### config.mk
export PLATFORM = sky130hd
export DESIGN_NAME = temp_limit_register_bank
export DESIGN_NICKNAME = d
export VERILOG_FILES = /design/src/temp_limit_pkg.sv /design/src/pair_if.sv /design/src/temp_limit_register_bank.sv /design/src/result_pair_lock.sv /design/src/overheat_hysteresis.sv
export SDC_FILE = /design/constraint.sdc
export NUM_CORES = 1
export LEC_CHECK = 0
export ABC_AREA = 0
export ABC_CLOCK_PERIOD_IN_PS = 3600
export BUFFER_PORTS_ARGS = -buffer_cell sky130_fd_sc_hd__buf_2
export CAP_MARGIN = 20
export CORE_MARGIN = 2
export CORE_UTILIZATION = 30
export DETAILED_ROUTE_END_ITERATION = 8
export PLACE_DENSITY = 0.46
export SLEW_MARGIN = 5
export SYNTH_ARGS = -nofsm -noshare
export SYNTH_HDL_FRONTEND = slang
export SYNTH_HIERARCHICAL = 1
export SYNTH_SLANG_ARGS = --single-unit
export TNS_END_PERCENT = 20
### constraint.sdc
create_clock -name I_CLK -period 3.6 [get_ports I_CLK]
set_clock_uncertainty 0.2 [all_clocks]
set_input_delay 0.36 -clock I_CLK [delete_from_list [all_inputs] [get_ports I_CLK]]
set_output_delay 0.36 -clock I_CLK [all_outputs]
set_load 0.1 [all_outputs]
### src/temp_limit_pkg.sv
// constants, types and pointer map for the temperature limit register bank
// assumes an 8-bit register pointer set by the two-wire slave front end
`default_nettype none
package temp_limit_pkg;
  // pointer addresses
  localparam logic [7:0] ADDR_LOCAL_HIGH  = 8'h00;
  localparam logic [7:0] ADDR_REMOTE_HIGH = 8'h01;
  localparam logic [7:0] ADDR_REMOTE_LOW  = 8'h10;
  localparam logic [7:0] ADDR_RH_FRAC     = 8'h13;
  localparam logic [7:0] ADDR_RL_FRAC     = 8'h14;
  localparam logic [7:0] ADDR_LOCAL_LOW   = 8'h15;
  localparam logic [7:0] ADDR_R_OVH       = 8'h19;
  localparam logic [7:0] ADDR_L_OVH       = 8'h20;
  localparam logic [7:0] ADDR_HYS         = 8'h21;
  // reset values
  localparam logic [7:0]  RST_FRAC   = 8'h00;
  localparam logic [7:0]  RST_R_OVH  = 8'h6C;
  localparam logic [7:0]  RST_L_OVH  = 8'h55;
  localparam logic [7:0]  RST_HYS    = 8'h0A;
  localparam logic [11:0] RST_RESULT = 12'h000;
  // fraction field sits in bits 7..4 of a low byte
  localparam int FRAC_MSB = 7;
  localparam int FRAC_LSB = 4;
  // channels
  localparam int N_CH      = 2;
  localparam int CH_LOCAL  = 0;
  localparam int CH_REMOTE = 1;
  localparam logic [7:0] ADDR_HIGH [N_CH] = '{ADDR_LOCAL_HIGH, ADDR_REMOTE_HIGH};
  localparam logic [7:0] ADDR_LOW  [N_CH] = '{ADDR_LOCAL_LOW, ADDR_REMOTE_LOW};

  // twelve-bit temperature: integer byte then fraction nibble
  typedef logic [11:0] temp_t;
  typedef enum logic [1:0] {LK_OPEN, LK_LOW_HELD, LK_HIGH_HELD} lock_state_t;
endpackage
`default_nettype wire

### src/pair_if.sv
// byte-pair result carrier between the bank and one lock keeper
// assumes read strobes are single-cycle pulses from the register front end
`timescale 1ns/1ps
`default_nettype none
interface pair_if;
  logic                  conv_done;
  temp_limit_pkg::temp_t conv_value;
  logic                  rd_high;
  logic                  rd_low;
  logic                  rd_other;
  logic [7:0]            high_byte;
  logic [3:0]            low_nib;
  logic                  low_held;
  logic                  high_held;

  modport owner (
    input  conv_done, conv_value, rd_high, rd_low, rd_other,
    output high_byte, low_nib, low_held, high_held
  );
  modport user (
    output conv_done, conv_value, rd_high, rd_low, rd_other,
    input  high_byte, low_nib, low_held, high_held
  );
endinterface
`default_nettype wire

### src/temp_limit_register_bank.sv
// temperature limit register bank: fraction limits, locked result pairs,
// overheat limits and hysteresis behind the two-wire pointer
// assumes the slave front end gives one-cycle read and write strobes
`timescale 1ns/1ps
`default_nettype none
// Operation
// Bits 7..4 at the remote high alarm fraction byte are writable, 1/16 degree steps.
// Bits 7..4 at the remote low alarm fraction byte are writable, 1/16 degree steps.
// The two alarm fraction bytes sit at pointer 13h and 14h for both read and write.
// The local result low byte at 15h is read-only, fraction in its upper nibble.
// Each local conversion rewrites the local low byte unless a paired read holds it.
// Reading a high result byte holds its low byte until that low byte is read.
// Reading a low result byte first holds its high byte until that is read.
// Reading any register other than the partner byte releases the hold; the code keeps it on a repeat read of the byte that set it.
// The host should read the high byte first and the low byte in the next read.
// The host may skip the low byte when only the integer part is needed.
// Remote overheat limit at 19h is read/write, 1 degree steps, reset 6Ch.
// Local overheat limit at 20h is read/write, 1 degree steps, reset 55h.
// Overheat hysteresis at 21h is read/write and resets to 0Ah.
// Shutdown releases only once the reading falls hysteresis degrees below the limit.
// The remote result pair follows the same hold rules as the local one.
// Shutdown asserts when a reading reaches its channel's overheat limit.
// Alarm limits join the integer byte and fraction nibble into twelve bits.
module temp_limit_register_bank (
  // clock and reset
  input  wire logic                  I_CLK,
  input  wire logic                  I_SRST,
  // pointer register access
  input  wire logic [7:0]            I_REG_PTR,
  input  wire logic                  I_REG_WR,
  input  wire logic [7:0]            I_REG_WDATA,
  input  wire logic                  I_REG_RD,
  output logic      [7:0]            O_REG_RDATA,
  output logic                       O_REG_RVALID,
  // converter results
  input  wire logic                  I_LOCAL_DONE,
  input  wire temp_limit_pkg::temp_t I_LOCAL_RESULT,
  input  wire logic                  I_REMOTE_DONE,
  input  wire temp_limit_pkg::temp_t I_REMOTE_RESULT,
  // integer alarm limit bytes held outside
  input  wire logic [7:0]            I_REMOTE_HIGH_LIMIT_INT,
  input  wire logic [7:0]            I_REMOTE_LOW_LIMIT_INT,
  // comparator outputs
  output logic                       O_REMOTE_HIGH_ALARM,
  output logic                       O_REMOTE_LOW_ALARM,
  output logic                       O_OVERHEAT_SHUTDOWN
);
  import temp_limit_pkg::*;

  logic [3:0] rh_frac_q;
  logic [3:0] rl_frac_q;
  logic [7:0] r_ovh_q;
  logic [7:0] l_ovh_q;
  logic [7:0] hys_q;
  logic [7:0] rd_mux;
  logic       done     [N_CH];
  temp_t      res      [N_CH];
  temp_t      meas_w   [N_CH];
  logic [7:0] ovh_lim  [N_CH];
  logic [7:0] hi_b     [N_CH];
  logic [3:0] lo_n     [N_CH];
  logic       lo_held  [N_CH];
  logic       hi_held  [N_CH];
  logic [N_CH-1:0] ovh_act;
  temp_t      high_lim;
  temp_t      low_lim;

  assign done[CH_LOCAL]     = I_LOCAL_DONE;
  assign done[CH_REMOTE]    = I_REMOTE_DONE;
  assign res[CH_LOCAL]      = I_LOCAL_RESULT;
  assign res[CH_REMOTE]     = I_REMOTE_RESULT;
  assign ovh_lim[CH_LOCAL]  = l_ovh_q;
  assign ovh_lim[CH_REMOTE] = r_ovh_q;

  // per channel: locked result pair, live measurement, overheat flag
  for (genvar c = 0; c < N_CH; c++)
  begin : g_ch
    pair_if pif ();
    temp_t  meas_q;

    assign pif.conv_done  = done[c];
    assign pif.conv_value = res[c];
    assign pif.rd_high    = I_REG_RD && (I_REG_PTR == ADDR_HIGH[c]);
    assign pif.rd_low     = I_REG_RD && (I_REG_PTR == ADDR_LOW[c]);
    // an unread low byte stays held only until the next other read
    assign pif.rd_other   = I_REG_RD && !pif.rd_high && !pif.rd_low; // see R8

    result_pair_lock u_lock (
      .i_clk  (I_CLK),
      .i_srst (I_SRST),
      .p      (pif.owner)
    );

    assign hi_b[c]    = pif.high_byte;
    assign lo_n[c]    = pif.low_nib;
    assign lo_held[c] = pif.low_held;
    assign hi_held[c] = pif.high_held;

    // comparators see every conversion, locked or not
    always_ff @(posedge I_CLK)
    begin
      if (I_SRST)
        meas_q <= RST_RESULT;
      else if (done[c])
        meas_q <= res[c];
    end
    assign meas_w[c] = meas_q;

    overheat_hysteresis u_ovh (
      .i_clk    (I_CLK),
      .i_srst   (I_SRST),
      .i_meas   (meas_q),
      .i_limit  (ovh_lim[c]), // see R11
      .i_hys    (hys_q),
      .o_active (ovh_act[c])
    );
  end

  // alarm fraction limits; low nibble is reserved and not stored
  always_ff @(posedge I_CLK)
  begin
    if (I_SRST)
    begin
      rh_frac_q <= RST_FRAC[FRAC_MSB:FRAC_LSB];
      rl_frac_q <= RST_FRAC[FRAC_MSB:FRAC_LSB];
    end
    else if (I_REG_WR)
    begin
      if (I_REG_PTR == ADDR_RH_FRAC)
        rh_frac_q <= I_REG_WDATA[FRAC_MSB:FRAC_LSB]; // see R1
      if (I_REG_PTR == ADDR_RL_FRAC)
        rl_frac_q <= I_REG_WDATA[FRAC_MSB:FRAC_LSB]; // see R2
    end
  end

  // overheat limits and hysteresis; writes to result bytes fall through
  always_ff @(posedge I_CLK)
  begin
    if (I_SRST)
    begin
      r_ovh_q <= RST_R_OVH;
      l_ovh_q <= RST_L_OVH;
      hys_q   <= RST_HYS;
    end
    else if (I_REG_WR)
    begin
      if (I_REG_PTR == ADDR_R_OVH)
        r_ovh_q <= I_REG_WDATA;
      if (I_REG_PTR == ADDR_L_OVH)
        l_ovh_q <= I_REG_WDATA;
      if (I_REG_PTR == ADDR_HYS)
        hys_q <= I_REG_WDATA;
    end
  end

  always_comb
  begin
    case (I_REG_PTR)
      ADDR_LOCAL_HIGH:  rd_mux = hi_b[CH_LOCAL];
      ADDR_REMOTE_HIGH: rd_mux = hi_b[CH_REMOTE];
      ADDR_REMOTE_LOW:  rd_mux = {lo_n[CH_REMOTE], 4'h0};
      ADDR_RH_FRAC:     rd_mux = {rh_frac_q, 4'h0};
      ADDR_RL_FRAC:     rd_mux = {rl_frac_q, 4'h0};
      ADDR_LOCAL_LOW:   rd_mux = {lo_n[CH_LOCAL], 4'h0};
      ADDR_R_OVH:       rd_mux = r_ovh_q;
      ADDR_L_OVH:       rd_mux = l_ovh_q;
      ADDR_HYS:         rd_mux = hys_q;
      default:          rd_mux = 8'h00;
    endcase
  end

  always_ff @(posedge I_CLK)
  begin
    if (I_SRST)
    begin
      O_REG_RVALID <= 1'b0;
      O_REG_RDATA  <= 8'h00;
    end
    else
    begin
      O_REG_RVALID <= I_REG_RD;
      if (I_REG_RD)
        O_REG_RDATA <= rd_mux;
    end
  end

  assign high_lim = {I_REMOTE_HIGH_LIMIT_INT, rh_frac_q};
  assign low_lim  = {I_REMOTE_LOW_LIMIT_INT, rl_frac_q};

  // outputs registered once more so every pin leaves a flop
  always_ff @(posedge I_CLK)
  begin
    if (I_SRST)
    begin
      O_REMOTE_HIGH_ALARM <= 1'b0;
      O_REMOTE_LOW_ALARM  <= 1'b0;
      O_OVERHEAT_SHUTDOWN <= 1'b0;
    end
    else
    begin
      O_REMOTE_HIGH_ALARM <= meas_w[CH_REMOTE] > high_lim; // see R1
      O_REMOTE_LOW_ALARM  <= meas_w[CH_REMOTE] < low_lim;  // see R2
      O_OVERHEAT_SHUTDOWN <= |ovh_act;
    end
  end
endmodule
`default_nettype wire

### src/result_pair_lock.sv
// result byte pair of one channel with read-order locking
// assumes conv_done is a one-cycle pulse from the converter
`timescale 1ns/1ps
`default_nettype none
module result_pair_lock (
  // clock and reset
  input  wire logic i_clk,
  input  wire logic i_srst,
  // result pair
  pair_if.owner     p
);
  import temp_limit_pkg::*;

  lock_state_t st_q;
  lock_state_t st_d;
  logic [7:0]  high_q;
  logic [3:0]  low_q;

  always_comb
  begin
    st_d = st_q;
    unique case (st_q)
      LK_OPEN:
      begin
        if (p.rd_high)
          st_d = LK_LOW_HELD;
        else if (p.rd_low)
          st_d = LK_HIGH_HELD;
      end
      LK_LOW_HELD:
      begin
        if (p.rd_low || p.rd_other)
          st_d = LK_OPEN;
      end
      LK_HIGH_HELD:
      begin
        if (p.rd_high || p.rd_other)
          st_d = LK_OPEN;
      end
      default:
        st_d = LK_OPEN;
    endcase
  end

  always_ff @(posedge i_clk)
  begin
    if (i_srst)
      st_q <= LK_OPEN;
    else
      st_q <= st_d; // see R6, see R7
  end

  // the partner of the byte being read is frozen that cycle too, so a
  // conversion landing on the read edge cannot split the pair
  always_ff @(posedge i_clk)
  begin
    if (i_srst)
      high_q <= RST_RESULT[11:4];
    else if (p.conv_done && st_q != LK_HIGH_HELD && !p.rd_low)
      high_q <= p.conv_value[11:4];
  end

  always_ff @(posedge i_clk)
  begin
    if (i_srst)
      low_q <= RST_RESULT[3:0];
    else if (p.conv_done && st_q != LK_LOW_HELD && !p.rd_high)
      low_q <= p.conv_value[3:0]; // see R5
  end

  assign p.high_byte = high_q;
  assign p.low_nib   = low_q;
  assign p.low_held  = (st_q == LK_LOW_HELD);
  assign p.high_held = (st_q == LK_HIGH_HELD);
endmodule
`default_nettype wire

### src/overheat_hysteresis.sv
// overheat shutdown flag of one channel with hysteresis release
// assumes the limits are unsigned whole-degree bytes and the measurement an unsigned twelve-bit value
`timescale 1ns/1ps
`default_nettype none
module overheat_hysteresis (
  // clock and reset
  input  wire logic                  i_clk,
  input  wire logic                  i_srst,
  // comparison inputs
  input  wire temp_limit_pkg::temp_t i_meas,
  input  wire logic [7:0]            i_limit,
  input  wire logic [7:0]            i_hys,
  // flag
  output logic                       o_active
);
  import temp_limit_pkg::*;

  logic [8:0] thr;
  logic       trip;
  logic       clear;

  assign thr   = {1'b0, i_limit} - {1'b0, i_hys};
  assign trip  = i_meas[11:4] >= i_limit;
  // hysteresis above the limit leaves the flag latched until reset
  assign clear = !thr[8] && (i_meas < {thr[7:0], 4'h0});

  always_ff @(posedge i_clk)
  begin
    if (i_srst)
      o_active <= 1'b0;
    else if (trip)
      o_active <= 1'b1;
    else if (clear)
      o_active <= 1'b0;
  end
endmodule
`default_nettype wire

## After elaboration in Yosys (flattened, before gate mapping)

Index checks and enable logic that the tools add are counted.
Widths: inputs -> output; s select.

| operators by class | value |
|---|---|
| magnitude comparators | 6 |
| shift operators | 0 |
| add/sub/neg operators | 2 |
| bitwise operators | 0 |
| reductions and logical operators | 41 |
| div/mod/pow operators | 0 |
| $mul | 0 |
| equality and inequality tests | 22 |
| multiplexer cells | 15 |

Operators with widths:

| kind | number |
|---|---|
| $pmux 8 s9 | 1 |
| $eq 8x5->1 const B | 5 |
| $lt 12x12->1 | 3 |
| $logic_and 1x1->1 | 18 |
| $sub 8x8->9 | 2 |
| $eq 8x6->1 const B | 2 |
| $ge 8x8->1 | 2 |
| $mux 2 | 8 |
| $gt 12x12->1 | 1 |
| $ne 2x1->1 const B | 6 |
| $pmux 2 s3 | 2 |
| $reduce_and 2->1 | 5 |
| $eq 8x1->1 const B | 1 |
| $logic_not 8->1 | 1 |
| $logic_not 1->1 | 6 |
| $ne 3x1->1 const B | 2 |
| $reduce_and 3->1 | 2 |
| $eq 2x1->1 const B | 2 |
| $eq 2x2->1 const B | 2 |
| $logic_not 2->1 | 2 |
| $logic_or 1x1->1 | 4 |
| $mux 1 | 4 |
| $ne 2x2->1 const B | 2 |
| $reduce_bool 2->1 | 2 |
| $reduce_or 2->1 | 1 |

| storage, ports and cells | value |
|---|---|
| RAM bits | 0 |
| logic and storage cells | 106 |
| input bits | 62 |
| bits in latches | 0 |
| ROM bits | 0 |
| output and inout port bits | 12 |
| memories kept | 0 |
| register bits | 98 |

## Longest topological paths before layout

| logic depth | value |
|---|---|
| depth after elaboration | 8 |
| mapped depth | 13 |
| gate-level depth less buffers | 13 |

## Cells and area by module

Netlist, hierarchy kept.

By module, submodules not included:

| module | times used | cells each | sequential area each (µm²) | area each (µm²) |
|---|---|---|---|---|
| temp_limit_register_bank | 1 | 412 | 1361.3 | 3629.7 |
| overheat_hysteresis | 2 | 91 | 20.0 | 710.7 |
| result_pair_lock | 2 | 63 | 280.3 | 661.9 |

## Least setup slack after synthesis

No wires, ideal clock.

| timing path | value |
|---|---|
| kind | register to register |
| from | reg l_ovh_q[0] |
| to | reg g_ch[0].u_ovh.o_active |
| clock period less this slack | 2.654 ns |
| data required time | 3.281 ns |
| stages on the path, launching flop included | 14 |
| data arrival time | 2.335 ns |
| slack | 0.946 ns |
| library setup time | 0.119 ns |
| buffers on the path | 0 |
| path through | dfxtp_1 inv_1 ha_1 inv_1 fa_1 a211oi_1 o21bai_1 a21oi_1 xor2_1 ha_1 nand2_1 o21ai_0 a221oi_2 o21bai_1 |

| between the ends | value |
|---|---|
| longest elaborated chain between the ends | 4 |
| elaborated cells on any way between the ends | 7 |
| those cells by class | add/sub: 1; order compare: 2; mux: 1; reduce/logical: 3 |

Ends and longest elaborated chain:

| what | line | RTL |
|---|---|---|
| from (decl) | temp_limit_register_bank.sv:53 | `logic [7:0] l_ovh_q;` |
| from (signal assigned) | temp_limit_register_bank.sv:142 | `l_ovh_q <= RST_L_OVH;` |
| from (signal assigned) | temp_limit_register_bank.sv:150 | `l_ovh_q <= I_REG_WDATA;` |
| $sub 8x8->9 | overheat_hysteresis.sv:22 | `assign thr = {1'b0, i_limit} - {1'b0, i_hys};` |
| $lt 12x12->1 / $logic_not 1->1 (equally long branches) | overheat_hysteresis.sv:25 | `assign clear = !thr[8] && (i_meas < {thr[7:0], 4'h0});` |
| $logic_and 1x1->1 | overheat_hysteresis.sv:25 |  |
| $reduce_bool 2->1 (no line) | n/a |  |
| to (signal assigned) | overheat_hysteresis.sv:30 | `o_active <= 1'b0;` |
| to (signal assigned) | overheat_hysteresis.sv:32 | `o_active <= 1'b1;` |
| to (signal assigned) | overheat_hysteresis.sv:34 | `o_active <= 1'b0;` |
| to (decl) | overheat_hysteresis.sv:14 | `output logic o_active` |

Parallel ways exist; a longest one is shown, timed or not.
A chain may end at the register's enable or synchronous reset.

## Worst setup path in the final report

| timing path | value |
|---|---|
| from | reg hys_q[0] |
| to | reg g_ch[0].u_ovh.o_active |

| between the ends | value |
|---|---|
| longest elaborated chain between the ends | 4 |
| elaborated cells on any way between the ends | 5 |
| those cells by class | add/sub: 1; order compare: 1; reduce/logical: 3 |

Ends and longest elaborated chain:

| what | line | RTL |
|---|---|---|
| from (decl) | temp_limit_register_bank.sv:54 | `logic [7:0] hys_q;` |
| from (signal assigned) | temp_limit_register_bank.sv:143 | `hys_q <= RST_HYS;` |
| from (signal assigned) | temp_limit_register_bank.sv:152 | `hys_q <= I_REG_WDATA;` |
| $sub 8x8->9 (*) | overheat_hysteresis.sv:22 |  |
| $lt 12x12->1 / $logic_not 1->1 (equally long branches) | overheat_hysteresis.sv:25 |  |
| $logic_and 1x1->1 (*) | overheat_hysteresis.sv:25 |  |
| $reduce_bool 2->1 (no line) (*) | n/a |  |

Mark *: on every way between the ends. The rest lies on a longest branch, timed or not.

==> reports/results.txt <==
total power - 2.38 mW
clock buffer count from CTS - 9
root buffer cell - clkbuf_16
CP Capture Type - register
Routed Antenna Nets - 0
Initial Util - 30.7%
largest net degree at the start of global routing - 65
CTS-repair resized insts - 0
hold_buf cts - 0
Fmax - 336 MHz
GRT Overall Usage - 16.5%
vias per inst - 5.01
Period minus WS final - 2.98 ns
Final #Nets - 904
fin cells - 1046
Gate Count Post-Synth - 708
number of max-cap violations - 0
Setup crit start - hys_q[0]
R2R depth - 12
DPL Wire Length - 14000 um
FF-to-FF Start - hys_q[0]
io pins - 74
final wirelength - 17700 um
Pint - 1.70 mW
drt initial violations - 303
# rows - 52
Logic pwr share - 13.4%
Remaining DRCs - 0
# clock sinks - 94
vias - 5243
CP startpoint kind - register
setup repair bufs after CTS - 0
Die W - 148 um
share of cells above drive strength 1 - 15.2%
Peak supply drop - 0.185 mV
area grow syn2layout - 14.7%
Hold Violations, Final - 0
drt pass-1 iters - 4
Rel. slew slack - 44.4%
period utilization - 82.7%
first-pass GRT wire length - 28500 um
die height - 148 um
Crit path required time - 3.62 ns
Critical Path AT - 3.00 ns
Leakage - 3.39 nW
antenna fix cells - 0
die area - 22000 um2
CP max FO - 4
Ys Warns - 6
crit path kind - reg2reg
PwrDens - 332 nW/um2
Hold Path Class - in2reg
Setup TNS - 0 ns
power share of the sequential group - 46.7%
outcome - completed
DP Cell Count - 1030
syn nets - 841
Hold WS - 0.0498 ns
Worst-Skew Late Latency - 0.36 ns
Least-Margin Pin Slew - 0.830 ns
Slew Limit Fails - 0
# port buffers - 73
Psw - 0.677 mW
DR WL/cell - 16.9 um
clock slew at reported path FFs - 0.07 ns
FF-to-FF End - g_ch[0].u_ovh/o_active
number of global-route vias before repair - 5400
initial antenna violation count - 0
hold-critical path depth - 3
CTS max path bufs - 2
cell area after synthesis - 6240 um2
clock group share of total power - 39.9%
CTS tree - yes
Avg Cell Area, Syn - 8.81 um2
core area - 20300 um2
RSZ-0062 raised after global routing - false
Setup Viol. Count Final - 0
R2R Setup Slk - 0.62 ns
Setup crit end - g_ch[0].u_ovh/o_active
sw frac - 28.5%
grt ovf - 0
routability congestion estimate - 0.828
H-tree depth - 3
## final cells by class
class / count / area (um2)
clock buffers: 10 / 239
inverters: 69 / 259
repair buffers: 81 / 428
clock inverters: 6 / 45.0
multi-input cells: 516 / 3970
fillers: 2138 / 13100
flip-flops and latches: 94 / 1880
well taps: 270 / 338
## worst min-delay path by stage
| stage | end | slack (ns) | startpoint |
|---|---|---|---|
| 6_report | hys_q[2] | 0.05 | I_REG_WDATA[2] |
| 5_1_grt | g_ch[0].meas_q[10] | 0.06 | I_LOCAL_RESULT[10] |
| 4_1_cts | hys_q[2] | 0.05 | I_REG_WDATA[2] |
| 3_5_place_dp | g_ch[1].u_lock/p.low_nib[0] | 0.27 | g_ch[1].u_lock/p.low_nib[0] |
| 3_3_place_gp | g_ch[1].u_lock/p.low_nib[0] | 0.27 | g_ch[1].u_lock/p.low_nib[0] |
| 2_1_floorplan | g_ch[0].u_lock/p.low_nib[1] | 0.24 | g_ch[0].u_lock/p.low_nib[1] |
## state kept, by name, summed over array words and instances, names as in the netlist, 2 cells and up
name                     cells
g_ch.u_lock/st_q             4
O_REG_RDATA                  8
g_ch.u_lock/p.high_byte     16
hys_q                        8
g_ch.meas_q                 20
rh_frac_q                    4
rl_frac_q                    4
g_ch.u_ovh/o_active          2
l_ovh_q                      8
g_ch.u_lock/p.low_nib        8
r_ovh_q                      8
## critical path, cell delays in order (launching register included)
cell	delay (ns)
dfxtp_1	0.39
ha_1	0.18
inv_1	0.05
fa_1	0.42
a211oi_1	0.33
o21bai_1	0.13
a21oi_1	0.19
xor2_1	0.17
ha_1	0.26
nand2_1	0.07
o21ai_0	0.10
a221oi_2	0.27
o21bai_1	0.08
## routing by layer
metal | track usage (%) | vias to the layer above | wire length (um)
met3 | 2.91 | 13 | 800
met5 | 0 | - | 0
met2 | 28.2 | 110 | 8450
met4 | 3.62 | 0 | 148
met1 | 21.7 | 2487 | 8310
li1 | - | 2633 | -
## stage by stage
step	util (%)	setup slack (ns)	instance area (um2)
finish	35.3	0.622	7160
global route	35.3	0.315	7160
floorplan	-	0.946	6240
CTS	35.3	0.627	7160
detailed placement	33.9	0.648	6870
global placement	33.9	0.724	6870
## power groups by stage
stage	Combinational [mW]	Sequential (mW)	Clock (mW)
CTS	0.322	1.11	0.980
global route	0.359	1.12	1.03
global placement	0.312	1.14	0
finish	0.319	1.11	0.949
floorplan	0.199	1.14	0
detailed placement	0.321	1.14	0
## placed cells by master, fill, tap and decap left out, types with 3 or more instances in the layout
cell / count
a211o_1: 9
a211oi_1: 6
a21o_1: 12
a21oi_1: 33
a221o_1: 4
a221oi_1: 3
a22o_1: 9
a31oi_1: 3
buf_2: 72
buf_4: 9
clkbuf_16: 9
dfxtp_1: 94
ha_1: 69
inv_1: 69
mux2i_1: 71
nand2_1: 22
nand2b_1: 55
nand3_1: 14
nand3b_1: 4
nand4_1: 9
nor2_1: 67
nor2b_1: 8
nor2b_4: 4
nor3_1: 12
nor4_1: 5
o211a_1: 3
o21a_1: 4
o21ai_0: 27
o21bai_1: 4
o22ai_1: 5
xnor2_1: 6
xor2_1: 6
Power figures use the tool's default switching activity.
